===== config.mk =====
export PLATFORM = sky130hd
export DESIGN_NAME = madc_ctrl
export DESIGN_NICKNAME = d
export VERILOG_FILES = /design/src/verilog/madc_pkg.sv /design/src/verilog/madc_conv_clk_div.sv /design/src/verilog/madc_ctrl.sv
export SDC_FILE = /design/constraint.sdc
export NUM_CORES = 1
export LEC_CHECK = 0
export CELL_PAD_IN_SITES_DETAIL_PLACEMENT = 1
export CELL_PAD_IN_SITES_GLOBAL_PLACEMENT = 1
export CORE_AREA = 5 5 117 119
export CTS_CLUSTER_DIAMETER = 80
export DETAILED_ROUTE_END_ITERATION = 10
export DIE_AREA = 0 0 122 124
export DONT_BUFFER_PORTS = 1
export GPL_TIMING_DRIVEN = 0
export PLACE_DENSITY_LB_ADDON = 0.1
export SETUP_SLACK_MARGIN = 0.2
export SLEW_MARGIN = 20
export SYNTH_ARGS = -nofsm -noshare
export SYNTH_HDL_FRONTEND = slang
export SYNTH_SLANG_ARGS = --single-unit

===== constraint.sdc =====
create_clock -name i_sys_clk -period 3.3 [get_ports i_sys_clk]
set_input_delay 0.33 -clock i_sys_clk [delete_from_list [all_inputs] [get_ports i_sys_clk]]
set_output_delay 0.33 -clock i_sys_clk [all_outputs]
set_load 0.005 [all_outputs]

===== src/verilog/madc_pkg.sv =====
// shared constants and types of the monitor converter control block
package madc_pkg;
    // register indices; byte address is four times the index
    localparam logic [9:0] IDX_CTRL0 = 10'h041;
    localparam logic [9:0] IDX_CTRL1 = 10'h042;
    localparam logic [9:0] IDX_RESULT = 10'h043;
    localparam logic [9:0] IDX_IRQ_STAT = 10'h050;
    localparam logic [9:0] IDX_IRQ_MASK = 10'h051;

    // primary control fields
    localparam int CTL0_GO_BIT = 7;
    localparam int CTL0_EN_BIT = 6;
    localparam int CTL0_CLK_LSB = 4;
    localparam int CTL0_SRC_LSB = 0;
    // secondary control fields
    localparam int CTL1_DACT_BIT = 7;
    localparam int CTL1_PRELOAD_BIT = 6;
    localparam int CTL1_PEAK_LSB = 0;
    // interrupt status bits
    localparam int IRQ_DONE_BIT = 0;
    localparam int IRQ_PEAK_BIT = 1;
    localparam int IRQ_W = 2;

    localparam logic [7:0] CTRL0_RST = 8'h00;
    localparam logic [7:0] CTRL1_RST = 8'h00;
    localparam logic [7:0] RESULT_RST = 8'h00;
    localparam logic [7:0] PEAK_RST = 8'h00;
    localparam logic [IRQ_W-1:0] IRQ_MASK_RST = 2'h0;

    localparam logic [2:0] SRC_SAMPLER = 3'h7;
    localparam logic [1:0] PEAK_POS = 2'h3;
    localparam logic [1:0] PEAK_NEG = 2'h1;

    // conversion clock rates, derived from the 125 MHz system clock
    localparam int SYS_CLK_HZ = 125_000_000;
    localparam int CONV_HZ_00 = 5_000_000;
    localparam int CONV_HZ_01 = 2_500_000;
    localparam int CONV_HZ_10 = 1_250_000;
    localparam int CONV_HZ_11 = 625_000;
    localparam logic [7:0] DIV_00 = 8'(SYS_CLK_HZ / CONV_HZ_00);
    localparam logic [7:0] DIV_01 = 8'(SYS_CLK_HZ / CONV_HZ_01);
    localparam logic [7:0] DIV_10 = 8'(SYS_CLK_HZ / CONV_HZ_10);
    localparam logic [7:0] DIV_11 = 8'(SYS_CLK_HZ / CONV_HZ_11);

    typedef enum logic [1:0] {
        ST_IDLE = 2'h0,
        ST_SAMPLE = 2'h1,
        ST_CONVERT = 2'h3,
        ST_FINISH = 2'h2
    } madc_state_type;
endpackage


===== src/verilog/madc_conv_clk_div.sv =====
// conversion clock divider with a one-cycle tick per conversion clock period
`timescale 1ns/1ps
`default_nettype none
module madc_conv_clk_div (
    input wire logic i_sys_clk,
    input wire logic i_nrst,
    input wire logic i_run,
    input wire logic [7:0] i_div,
    output logic o_tick,
    output logic o_conv_clk
);
    logic [7:0] cnt_ff;
    logic tick_ff;
    logic clk_ff;

    always_ff @(posedge i_sys_clk or negedge i_nrst) begin
        if (!i_nrst) begin
            cnt_ff <= 8'h00;
            tick_ff <= 1'b0;
            clk_ff <= 1'b0;
        end else if (!i_run) begin
            cnt_ff <= 8'h00;
            tick_ff <= 1'b0;
            clk_ff <= 1'b0;
        end else begin
            tick_ff <= (cnt_ff == i_div - 8'h01);
            clk_ff <= (cnt_ff < {1'b0, i_div[7:1]});
            if (cnt_ff >= i_div - 8'h01) begin
                cnt_ff <= 8'h00;
            end else begin
                cnt_ff <= cnt_ff + 8'h01;
            end
        end
    end

    assign o_tick = tick_ff;
    assign o_conv_clk = clk_ff;
endmodule
`default_nettype wire


===== src/verilog/madc_ctrl.sv =====
// monitor converter control: registers, successive approximation, peak hold
//
// Summary of operation
// - go bit starts one conversion, self-clears
// - go reads zero when result ready
// - enable bit powers converter, cleared at reset
// - clock select 11/10/01/00 = 625k/1.25M/2.5M/5M
// - source select routes ground, supply, pins, junctions
// - source 111 takes sampler, sampler triggers conversions
// - test bit loads written byte into DAC
// - preload copies last written byte, self-clears
// - peak mode 11 positive, 01 negative, else off
// - result read returns latest conversion value
// - result write goes to peak or DAC
`timescale 1ns/1ps
`default_nettype none
module madc_ctrl
    import madc_pkg::*;
(
    input wire logic i_sys_clk,
    input wire logic i_nrst,
    // ahb-lite slave
    input wire logic hsel,
    input wire logic [11:0] haddr,
    input wire logic [1:0] htrans,
    input wire logic hwrite,
    input wire logic [2:0] hsize,
    input wire logic [31:0] hwdata,
    input wire logic hready,
    output logic [31:0] hrdata,
    output logic hreadyout,
    output logic hresp,
    // analog converter side
    input wire logic i_cmp_above,
    input wire logic i_sampler_trig,
    output logic o_adc_power_en,
    output logic [2:0] o_adc_src_sel,
    output logic o_adc_clk,
    output logic o_sample_track,
    output logic [7:0] o_dac_code,
    output logic [7:0] o_peak_hold,
    output logic o_irq
);
    logic [7:0] ctrl0_ff;
    logic [7:0] ctrl1_ff;
    logic [7:0] result_ff;
    logic [7:0] wr_byte_ff;
    logic [7:0] test_byte_ff;
    logic [7:0] peak_ff;
    logic [7:0] trial_ff;
    logic [2:0] bit_ff;
    logic [IRQ_W-1:0] irq_stat_ff;
    logic [IRQ_W-1:0] irq_mask_ff;
    logic irq_ff;
    madc_state_type state_ff;
    logic [7:0] dac_ff;
    logic track_ff;

    logic wr_pend_ff;
    logic rd_pend_ff;
    logic [9:0] idx_ff;
    logic [31:0] hrdata_ff;
    logic hreadyout_ff;

    logic cmp_s1_ff, cmp_s2_ff;
    logic trg_s1_ff, trg_s2_ff, trg_s3_ff;

    logic conv_tick;
    logic [7:0] conv_div;
    logic addr_ok;
    logic wr_now;
    logic stat_rd_now;
    logic go_wr;
    logic start_conv;
    logic conv_done;
    logic [7:0] final_code;
    logic peak_hit;
    logic dac_test;
    logic [7:0] rd_mux;

    assign dac_test = ctrl1_ff[CTL1_DACT_BIT];

    // pins from the analog side are double-synchronised
    always_ff @(posedge i_sys_clk or negedge i_nrst) begin
        if (!i_nrst) begin
            cmp_s1_ff <= 1'b0;
            cmp_s2_ff <= 1'b0;
            trg_s1_ff <= 1'b0;
            trg_s2_ff <= 1'b0;
            trg_s3_ff <= 1'b0;
        end else begin
            cmp_s1_ff <= i_cmp_above;
            cmp_s2_ff <= cmp_s1_ff;
            trg_s1_ff <= i_sampler_trig;
            trg_s2_ff <= trg_s1_ff;
            trg_s3_ff <= trg_s2_ff;
        end
    end

    // ---------------- ahb-lite slave ----------------
    assign addr_ok = hsel && htrans[1] && hready;

    always_ff @(posedge i_sys_clk or negedge i_nrst) begin
        if (!i_nrst) begin
            wr_pend_ff <= 1'b0;
            rd_pend_ff <= 1'b0;
            idx_ff <= 10'h000;
            hreadyout_ff <= 1'b1;
            hrdata_ff <= 32'h0000_0000;
        end else begin
            wr_pend_ff <= addr_ok && hwrite;
            if (addr_ok) begin
                idx_ff <= haddr[11:2];
            end
            // reads take one wait state so a write just before is visible
            if (addr_ok && !hwrite) begin
                rd_pend_ff <= 1'b1;
                hreadyout_ff <= 1'b0;
            end else if (rd_pend_ff) begin
                rd_pend_ff <= 1'b0;
                hreadyout_ff <= 1'b1;
                hrdata_ff <= {24'h00_0000, rd_mux};
            end
        end
    end

    assign wr_now = wr_pend_ff;
    assign stat_rd_now = rd_pend_ff && (idx_ff == IDX_IRQ_STAT);
    assign go_wr = wr_now && (idx_ff == IDX_CTRL0) && hwdata[CTL0_GO_BIT];

    always_comb begin
        rd_mux = 8'h00;
        unique case (idx_ff)
            IDX_CTRL0: rd_mux = {ctrl0_ff[7:4], 1'b0, ctrl0_ff[2:0]};
            IDX_CTRL1: rd_mux = {ctrl1_ff[7:6], 4'h0, ctrl1_ff[1:0]};
            IDX_RESULT: rd_mux = result_ff;
            IDX_IRQ_STAT: rd_mux = {6'h00, irq_stat_ff};
            IDX_IRQ_MASK: rd_mux = {6'h00, irq_mask_ff};
            default: rd_mux = 8'h00;
        endcase
    end

    // ---------------- control registers ----------------
    always_ff @(posedge i_sys_clk or negedge i_nrst) begin
        if (!i_nrst) begin
            ctrl0_ff <= CTRL0_RST;
        end else begin
            if (wr_now && idx_ff == IDX_CTRL0) begin
                ctrl0_ff[CTL0_EN_BIT] <= hwdata[CTL0_EN_BIT];
                ctrl0_ff[5:4] <= hwdata[5:4];
                ctrl0_ff[2:0] <= hwdata[2:0];
                ctrl0_ff[3] <= 1'b0;
            end
            // go is owned by hardware once set; done, disable or a test-mode abort
            // clear it, otherwise an aborted run would leave go stuck high forever
            if (start_conv) begin
                ctrl0_ff[CTL0_GO_BIT] <= 1'b1;
            end else if (conv_done || !ctrl0_ff[CTL0_EN_BIT] || dac_test) begin
                ctrl0_ff[CTL0_GO_BIT] <= 1'b0;
            end
        end
    end

    always_ff @(posedge i_sys_clk or negedge i_nrst) begin
        if (!i_nrst) begin
            ctrl1_ff <= CTRL1_RST;
        end else if (wr_now && idx_ff == IDX_CTRL1) begin
            ctrl1_ff <= {hwdata[7:6], 4'h0, hwdata[1:0]};
        end else if (ctrl1_ff[CTL1_PRELOAD_BIT]) begin
            ctrl1_ff[CTL1_PRELOAD_BIT] <= 1'b0;
        end
    end

    // byte written to the result address: kept for preload, routed by mode
    always_ff @(posedge i_sys_clk or negedge i_nrst) begin
        if (!i_nrst) begin
            wr_byte_ff <= RESULT_RST;
            test_byte_ff <= RESULT_RST;
        end else if (wr_now && idx_ff == IDX_RESULT) begin
            wr_byte_ff <= hwdata[7:0];
            if (dac_test) begin
                test_byte_ff <= hwdata[7:0];
            end
        end
    end

    always_ff @(posedge i_sys_clk or negedge i_nrst) begin
        if (!i_nrst) begin
            irq_mask_ff <= IRQ_MASK_RST;
        end else if (wr_now && idx_ff == IDX_IRQ_MASK) begin
            irq_mask_ff <= hwdata[IRQ_W-1:0];
        end
    end

    // ---------------- conversion clock ----------------
    always_comb begin
        unique case (ctrl0_ff[5:4])
            2'h3: conv_div = DIV_11;
            2'h2: conv_div = DIV_10;
            2'h1: conv_div = DIV_01;
            2'h0: conv_div = DIV_00;
        endcase
    end

    madc_conv_clk_div i_madc_conv_clk_div (
        .i_sys_clk(i_sys_clk),
        .i_nrst(i_nrst),
        .i_run(ctrl0_ff[CTL0_EN_BIT]),
        .i_div(conv_div),
        .o_tick(conv_tick),
        .o_conv_clk(o_adc_clk)
    );

    // ---------------- successive approximation ----------------
    // sampler trigger only counts when the sampler is the selected source
    assign start_conv = (state_ff == ST_IDLE) && ctrl0_ff[CTL0_EN_BIT] && !dac_test
        && !ctrl0_ff[CTL0_GO_BIT]
        && (go_wr || (ctrl0_ff[2:0] == SRC_SAMPLER && trg_s2_ff && !trg_s3_ff));
    assign conv_done = (state_ff == ST_FINISH);
    assign final_code = cmp_s2_ff ? trial_ff : (trial_ff & ~(8'h01 << bit_ff));

    always_ff @(posedge i_sys_clk or negedge i_nrst) begin
        if (!i_nrst) begin
            state_ff <= ST_IDLE;
            trial_ff <= 8'h00;
            bit_ff <= 3'h7;
            track_ff <= 1'b0;
        end else if (!ctrl0_ff[CTL0_EN_BIT] || dac_test) begin
            state_ff <= ST_IDLE;
            trial_ff <= 8'h00;
            track_ff <= 1'b0;
        end else begin
            unique case (state_ff)
                ST_IDLE: begin
                    if (start_conv) begin
                        state_ff <= ST_SAMPLE;
                        track_ff <= 1'b1;
                    end
                end
                ST_SAMPLE: begin
                    if (conv_tick) begin
                        state_ff <= ST_CONVERT;
                        track_ff <= 1'b0;
                        bit_ff <= 3'h7;
                        trial_ff <= 8'h80;
                    end
                end
                ST_CONVERT: begin
                    // comparator is judged one full conversion clock after the dac moved
                    if (conv_tick) begin
                        trial_ff <= final_code;
                        if (bit_ff == 3'h0) begin
                            state_ff <= ST_FINISH;
                        end else begin
                            bit_ff <= bit_ff - 3'h1;
                            trial_ff <= final_code | (8'h01 << (bit_ff - 3'h1));
                        end
                    end
                end
                ST_FINISH: begin
                    state_ff <= ST_IDLE;
                end
            endcase
        end
    end

    always_ff @(posedge i_sys_clk or negedge i_nrst) begin
        if (!i_nrst) begin
            result_ff <= RESULT_RST;
        end else if (conv_done) begin
            result_ff <= trial_ff;
        end
    end

    // ---------------- peak detector ----------------
    assign peak_hit = conv_done
        && ((ctrl1_ff[1:0] == PEAK_POS && trial_ff > peak_ff)
        || (ctrl1_ff[1:0] == PEAK_NEG && trial_ff < peak_ff));

    always_ff @(posedge i_sys_clk or negedge i_nrst) begin
        if (!i_nrst) begin
            peak_ff <= PEAK_RST;
        end else if (ctrl1_ff[CTL1_PRELOAD_BIT]) begin
            peak_ff <= wr_byte_ff;
        end else if (wr_now && idx_ff == IDX_RESULT && ctrl1_ff[1]) begin
            peak_ff <= hwdata[7:0];
        end else if (peak_hit) begin
            peak_ff <= trial_ff;
        end
    end

    // ---------------- interrupts ----------------
    // a read clears status, but an event in that same cycle still sets it
    always_ff @(posedge i_sys_clk or negedge i_nrst) begin
        if (!i_nrst) begin
            irq_stat_ff <= 2'h0;
        end else begin
            irq_stat_ff[IRQ_DONE_BIT] <= conv_done
                || (irq_stat_ff[IRQ_DONE_BIT] && !stat_rd_now);
            irq_stat_ff[IRQ_PEAK_BIT] <= peak_hit
                || (irq_stat_ff[IRQ_PEAK_BIT] && !stat_rd_now);
        end
    end

    always_ff @(posedge i_sys_clk or negedge i_nrst) begin
        if (!i_nrst) begin
            irq_ff <= 1'b0;
        end else begin
            irq_ff <= |(irq_stat_ff & irq_mask_ff);
        end
    end

    // dac carries the test byte in test mode, else the trial code
    always_ff @(posedge i_sys_clk or negedge i_nrst) begin
        if (!i_nrst) begin
            dac_ff <= 8'h00;
        end else begin
            dac_ff <= dac_test ? test_byte_ff : trial_ff;
        end
    end

    assign hrdata = hrdata_ff;
    assign hreadyout = hreadyout_ff;
    assign hresp = 1'b0;
    assign o_adc_power_en = ctrl0_ff[CTL0_EN_BIT];
    assign o_adc_src_sel = ctrl0_ff[2:0];
    assign o_sample_track = track_ff;
    assign o_dac_code = dac_ff;
    assign o_peak_hold = peak_ff;
    assign o_irq = irq_ff;
endmodule
`default_nettype wire


# After elaboration in Yosys (flattened, before gate mapping)
# Cells that the tools add are included.
[classes] bitwise=6 mux=36 n_shift=2 n_reduce_logical=51 order_cmp=4 addsub=3 eq_ne=22
[ops] operator="8-bit 2-to-1 mux" count=11
[ops] operator="10-bit by 7-bit equality test with 1-bit output, second input constant" count=5
[ops] operator="8-bit one-hot mux with 5 select lines" count=1
[ops] operator="8-bit one-hot mux with 4 select lines" count=1
[ops] operator="1-bit logical AND" count=22
[ops] operator="8-bit one-hot mux with 2 select lines" count=1
[ops] operator="1-bit by 3-bit << shifter with 8-bit output, first input constant" count=2
[ops] operator="1-bit 2-to-1 mux" count=11
[ops] operator="2-bit equality test, second input constant" count=5
[ops] operator="2-bit 2-to-1 mux" count=5
[ops] operator="3-bit 2-to-1 mux" count=3
[ops] operator="3-bit by 2-bit inequality test with 1-bit output, second input constant" count=3
[ops] operator="3-bit nonzero test" count=3
[ops] operator="8-bit by 1-bit adder with 8-bit output, second input constant" count=1
[ops] operator="8-bit AND" count=1
[ops] operator="8-bit equality test" count=1
[ops] operator="8-bit >= comparator" count=1
[ops] operator="8-bit > comparator" count=1
[ops] operator="8-bit by 7-bit < comparator with 1-bit output" count=1
[ops] operator="8-bit < comparator" count=1
[ops] operator="8-bit inverter" count=1
[ops] operator="8-bit bitwise OR" count=1
[ops] operator="2-bit one-hot mux with 4 select lines" count=1
[ops] operator="8-bit by 1-bit subtractor with 8-bit output, second input constant" count=1
[ops] operator="other kinds (20)" count=40
[totals] output_inout_bits=57 inputBits=56 ff_bits=106 wordCells=153

# Logic depth before layout (Yosys ltp)
[logic_depth] word_depth=9 depth_mapped=10 depth_no_buf=10

# Hierarchy
# Synthesis repeated with hierarchy kept, for this count alone.
[unflattened] hier_cells=504 area_unflattened_um2=5644.2
[by_module_without_submodules] mod="madc_ctrl" n_inst=1 seq_area_each_um2=2407.3 cells_per_inst=410 area_each_um2=4762.1
[by_module_without_submodules] mod="madc_conv_clk_div" n_inst=1 seq_area_each_um2=250.2 cells_per_inst=94 area_each_um2=882.1

# Least setup slack after synthesis
# OpenSTA, ideal clock, no wires.
[synth_timing] path_type="register to register" startpoint="reg idx_ff[7]" endpoint="reg ctrl1_ff[0]" arrival_ns=2.086 setup_ns=0.125 n_path_buf=0 required_ns=3.175 setup_slack_ns=1.089 path_stages_with_launch=7 synth_period_minus_slack_ns=2.211 path_cell_list="dfrtp_1 > or4b_4 > nor4_4 > inv_2 > or2_1 > or3b_4 > mux2_4"
[synth_between] elab_chain_cells=2
[synth_lines] item="start, declared" line_no="madc_ctrl.sv:61" rtl="logic [9:0] idx_ff;"
[synth_lines] item="start signal, assigned" line_no="madc_ctrl.sv:113" rtl="idx_ff <= haddr[11:2];"
[synth_lines] item="10-bit by 7-bit equality test with 1-bit output" line_no="madc_ctrl.sv:167" rtl="end else if (wr_now && idx_ff == IDX_CTRL1) begin"
[synth_lines] item="1-bit logical AND" line_no="madc_ctrl.sv:167"
[synth_lines] item="end signal, assigned" line_no="madc_ctrl.sv:168" rtl="ctrl1_ff <= {hwdata[7:6], 4'h0, hwdata[1:0]};"
[synth_lines] item="end, declared" line_no="madc_ctrl.sv:45" rtl="logic [7:0] ctrl1_ff;"
# No other way between the ends.
# A chain may end at the register's enable or synchronous reset.

# Final worst setup path
[layout_timing] startpoint="reg trial_ff[5]" endpoint="reg peak_ff[5], in the netlist o_peak_hold[5]"
[layout_between] elab_chain_cells=5 word_cells_on_any_way=10 cone_classes="2 x order compare; 3 x mux; 5 x reduce/logical"
[layout_lines] item="start, declared" line_no="madc_ctrl.sv:50" rtl="logic [7:0] trial_ff;"
[layout_lines] item="start signal, assigned" line_no="madc_ctrl.sv:251" rtl="trial_ff <= final_code;"
[layout_lines] item="start signal, assigned" line_no="madc_ctrl.sv:256" rtl="trial_ff <= final_code | (8'h01 << (bit_ff - 3'h1));"
[layout_lines] item="8-bit > comparator / 8-bit < comparator (equally long branches)" line_no="madc_ctrl.sv:277, madc_ctrl.sv:278"
[layout_lines] item="1-bit logical AND, on equally long branches" line_no="madc_ctrl.sv:277, madc_ctrl.sv:278"
[layout_lines] item="1-bit logical OR" line_no="madc_ctrl.sv:278" rtl="|| (ctrl1_ff[1:0] == PEAK_NEG && trial_ff < peak_ff));"
[layout_lines] item="1-bit logical AND" line_no="madc_ctrl.sv:277" rtl="&& ((ctrl1_ff[1:0] == PEAK_POS && trial_ff > peak_ff)"
[layout_lines] item="3-bit nonzero test (no source line)"
[layout_lines] item="end signal, assigned" line_no="madc_ctrl.sv:284" rtl="peak_ff <= wr_byte_ff;"
[layout_lines] item="end signal, assigned" line_no="madc_ctrl.sv:286" rtl="peak_ff <= hwdata[7:0];"
[layout_lines] item="end signal, assigned" line_no="madc_ctrl.sv:288" rtl="peak_ff <= trial_ff;"
[layout_lines] item="end, declared" line_no="madc_ctrl.sv:49" rtl="logic [7:0] peak_ff;"
# Parallel ways exist; a longest one is shown, timed or not. The select of a mux whose other input is x is not followed.

==> impl_metrics.toml <==
[clock_tree]
cts_buffer_depth = 2
clkLatencyLatePin_ps = 350
clock-sinks = 106
cts_tree = "built"
hold_buffers = 4
cts_buffers = 9
cts_root_buf = "clkbuf_16"
cts_resized = 0
h-tree-depth = 3
clk_pin_slew_ps = 70
post_cts_buffers = 0

[synthesis]
seq_area_frac_synth = 0.4870
yosys_warnings = 0
synth_ff_type = "dfrtp_1"
synth-edff-count = 0
async_flop_share = 1.000
syn_area_sq_mm = 0.005456
ys_ff_latch = 106
synth_cell_types = 57
syn_inst = 490
synth.avg_cell_area_sq_um = 11.14

[floorplanning]
core_area_sq_mm = 0.01247
die_y_um = 124
rows = 41
pin_count = 113
start_util = 0.4377
fp.dieArea_sq_mm = 0.01513
fp.dieW_um = 122

[final_layout]
drive_gt1_frac = 0.2191
nets = 620
final_util = 0.4917
diodes = 0
area_growth_pct = 12.34

[detailed_routing]
dr.first_iter.drc_count = 150
viasPerCell = 5.178
first_pass_iters = 4
post_drt_wl_per_cell_um = 18.33
ant_nets = 0
drcViolationCount = 0
wl_um = 12940
vias = 3656

[worst_setup_path]
cp_top_family = "compound AO/OA/AOI/OAI gates"
critical-path-max-stage-delay_ps = 560
critPathBufInv = 0
end_kind = "flip-flop"
crit_slowest_cell = "dfrtp_1"
worst_ep_required_time_ps = 3540
path_max_fanout = 8
worstPathArrival_ps = 2890
crit_chain = "ha_1 -> a211o_1 -> o211ai_1 -> nand3_1 -> xor2_1 -> o311ai_4 -> mux2_2"
worstSetupPathType = "reg2reg"
critPathLaunchType = "flip-flop"

[sta]
rsz0062_at_grt = "false"
worst_slew_pin_slew_ps = 667.9
period_minus_slack_ps = 2650
fmax_mhz = 377.3
period_share = 0.8031
setup_slack_ps = 649.6
drv_slew = 0
finClkSkew_ps = 6.555
fin_setup_tns_ps = 0
slew_headroom = 0.5432
setup_viol = 0
hold_viol_final = 0

[place]
dp_hpwl_um = 9735
dp_slack_ps = 672.8
portBuffers = 0
gp_congestion = 0.8129

[pwr]
ir_worst_vdd_mv = 0.2227
p_per_area_mw_per_mm2 = 507.6
p_total_w = 0.003111
leakagePower_nw = 2.954

[global_route]
grt_overflow = 0
grt_pass1_wl_um = 20880
antenna_found_initial = 0
grt_max_degree = 107
grt_pass1_vias = 3959
grt_usage = 0.1801

[status]
status = "complete, no violations"

[flow_run]
drv_cap = 0

[worst_hold_path]
hold_class = "in2reg"
cell usage after synthesis (2+ instances only):
master | count | area (sq um)
a21oi_1 | 15 | 75.07
a22o_1 | 3 | 26.28
a22oi_1 | 2 | 15.01
a31o_2 | 2 | 17.52
and3_1 | 4 | 25.02
and4_1 | 2 | 17.52
buf_1 | 4 | 15.01
buf_2 | 2 | 10.01
buf_4 | 28 | 210.2
clkbuf_1 | 8 | 30.03
dfrtp_1 | 102 | 2552
dfstp_2 | 4 | 105.1
ha_1 | 35 | 437.9
inv_1 | 26 | 97.59
mux2_2 | 53 | 596.8
mux2_4 | 3 | 45.04
mux2i_1 | 17 | 170.2
nand2_1 | 45 | 168.9
nand2b_1 | 6 | 37.54
nand3_1 | 11 | 55.05
nand3b_1 | 2 | 15.01
nand4_1 | 7 | 43.79
nor2_1 | 26 | 97.59
nor2b_1 | 6 | 37.54
nor3_1 | 2 | 10.01
o2111ai_1 | 3 | 26.28
o21a_1 | 2 | 15.01
o21ai_0 | 33 | 165.2
o22ai_1 | 2 | 12.51
o31ai_1 | 2 | 15.01
xnor2_1 | 3 | 26.28
xor2_1 | 5 | 43.79
power breakdown:
| part | switching, W | total, W | internal, W |
|---|---|---|---|
| Sequential | 0.000116 | 0.00152 | 0.00140 |
| Combinational | 0.000250 | 0.000481 | 0.000232 |
| Clock | 0.000508 | 0.00111 | 0.000603 |
kinds of logic after synthesis:
group,after synthesis,synth area share
simple gates,122,0.1142
flops,106,0.4870
compound gates,76,0.08897
mux,73,0.1488
buf+inv,69,0.06718
fa+ha+maj,35,0.08026
xor+xnor,8,0.01284
other cells,1,0.0006873
sequential cells by signal, indices dropped and copies added, names as in the netlist, 2 cells and up:
register,flops
idx_ff,10
hrdata,8
i_madc_conv_clk_div.cnt_ff,8
o_dac_code,8
o_peak_hold,8
result_ff,8
test_byte_ff,8
trial_ff,8
wr_byte_ff,8
ctrl0_ff,7
ctrl1_ff,4
bit_ff,3
irq_mask_ff,2
irq_stat_ff,2
state_ff,2
cell usage in the layout (no fill, tap or decap), drive strengths merged, types with 7 or more instances in the layout:
cell type  instances
nand4              7
conb              25
nand2             45
ha                35
nor2              26
o21ai             33
buf               35
inv               30
mux2i             17
clkbuf            17
nand3             11
a21oi             15
dfrtp            102
mux2              56
layer usage:
| layer | vias up | GRT usage | wire (um) |
|---|---|---|---|
| met3 | 16 | 0.03542 | 412 |
| met1 | 1844 | 0.2258 | 5788 |
| li1 | 1739 | - | - |
| met2 | 57 | 0.3080 | 6501 |
| met4 | 0 | 0.07003 | 236 |
| met5 | - | 0 | 0 |
stage by stage:
stage | instance area, sq um | hold WS [ps] | std cells
after floorplan | 5547 | 34.41 | 514
after global placement | 5762 | 37.82 | 686
after detailed placement | 5762 | 37.69 | 686
after CTS | 6130 | 41.08 | 706
after global routing | 6130 | 42.35 | 706
final | 6130 | 53.27 | 706
layout make-up:
cell class	instances	area [sq um]
clock inverters	7	85.08
flip-flops and latches	106	2658
fillers	1353	6336
repair buffers	4	57.56
multi-input cells	339	2522
well taps	172	215.2
inverters	27	101.3
plain buffers	42	265.3
clock buffers	9	225.2
worst reg2reg max path: stages, from the launching register on:
cell      delay, ps
dfrtp_1         560
ha_1            320
a211o_1         290
o211ai_1        110
nand3_1         140
xor2_1          200
o311ai_4        520
mux2_2          400
final timing paths:
kind / startpoint / to / slack (ps) / cells after the start
min: hwrite / rd_pend_ff / 50 / 1
min in group asynchronous: i_nrst / i_madc_conv_clk_div.cnt_ff[7] / 560 / 2
max: trial_ff[5] / o_peak_hold[5] / 650 / 7
min reg2reg: trg_s1_ff / trg_s2_ff / 350 / 0
max in group asynchronous: i_nrst / o_peak_hold[5] / 2330 / 2
max reg2reg: trial_ff[5] / o_peak_hold[5] / 650 / 7
Note: power is estimated with default switching activity, not from simulation.
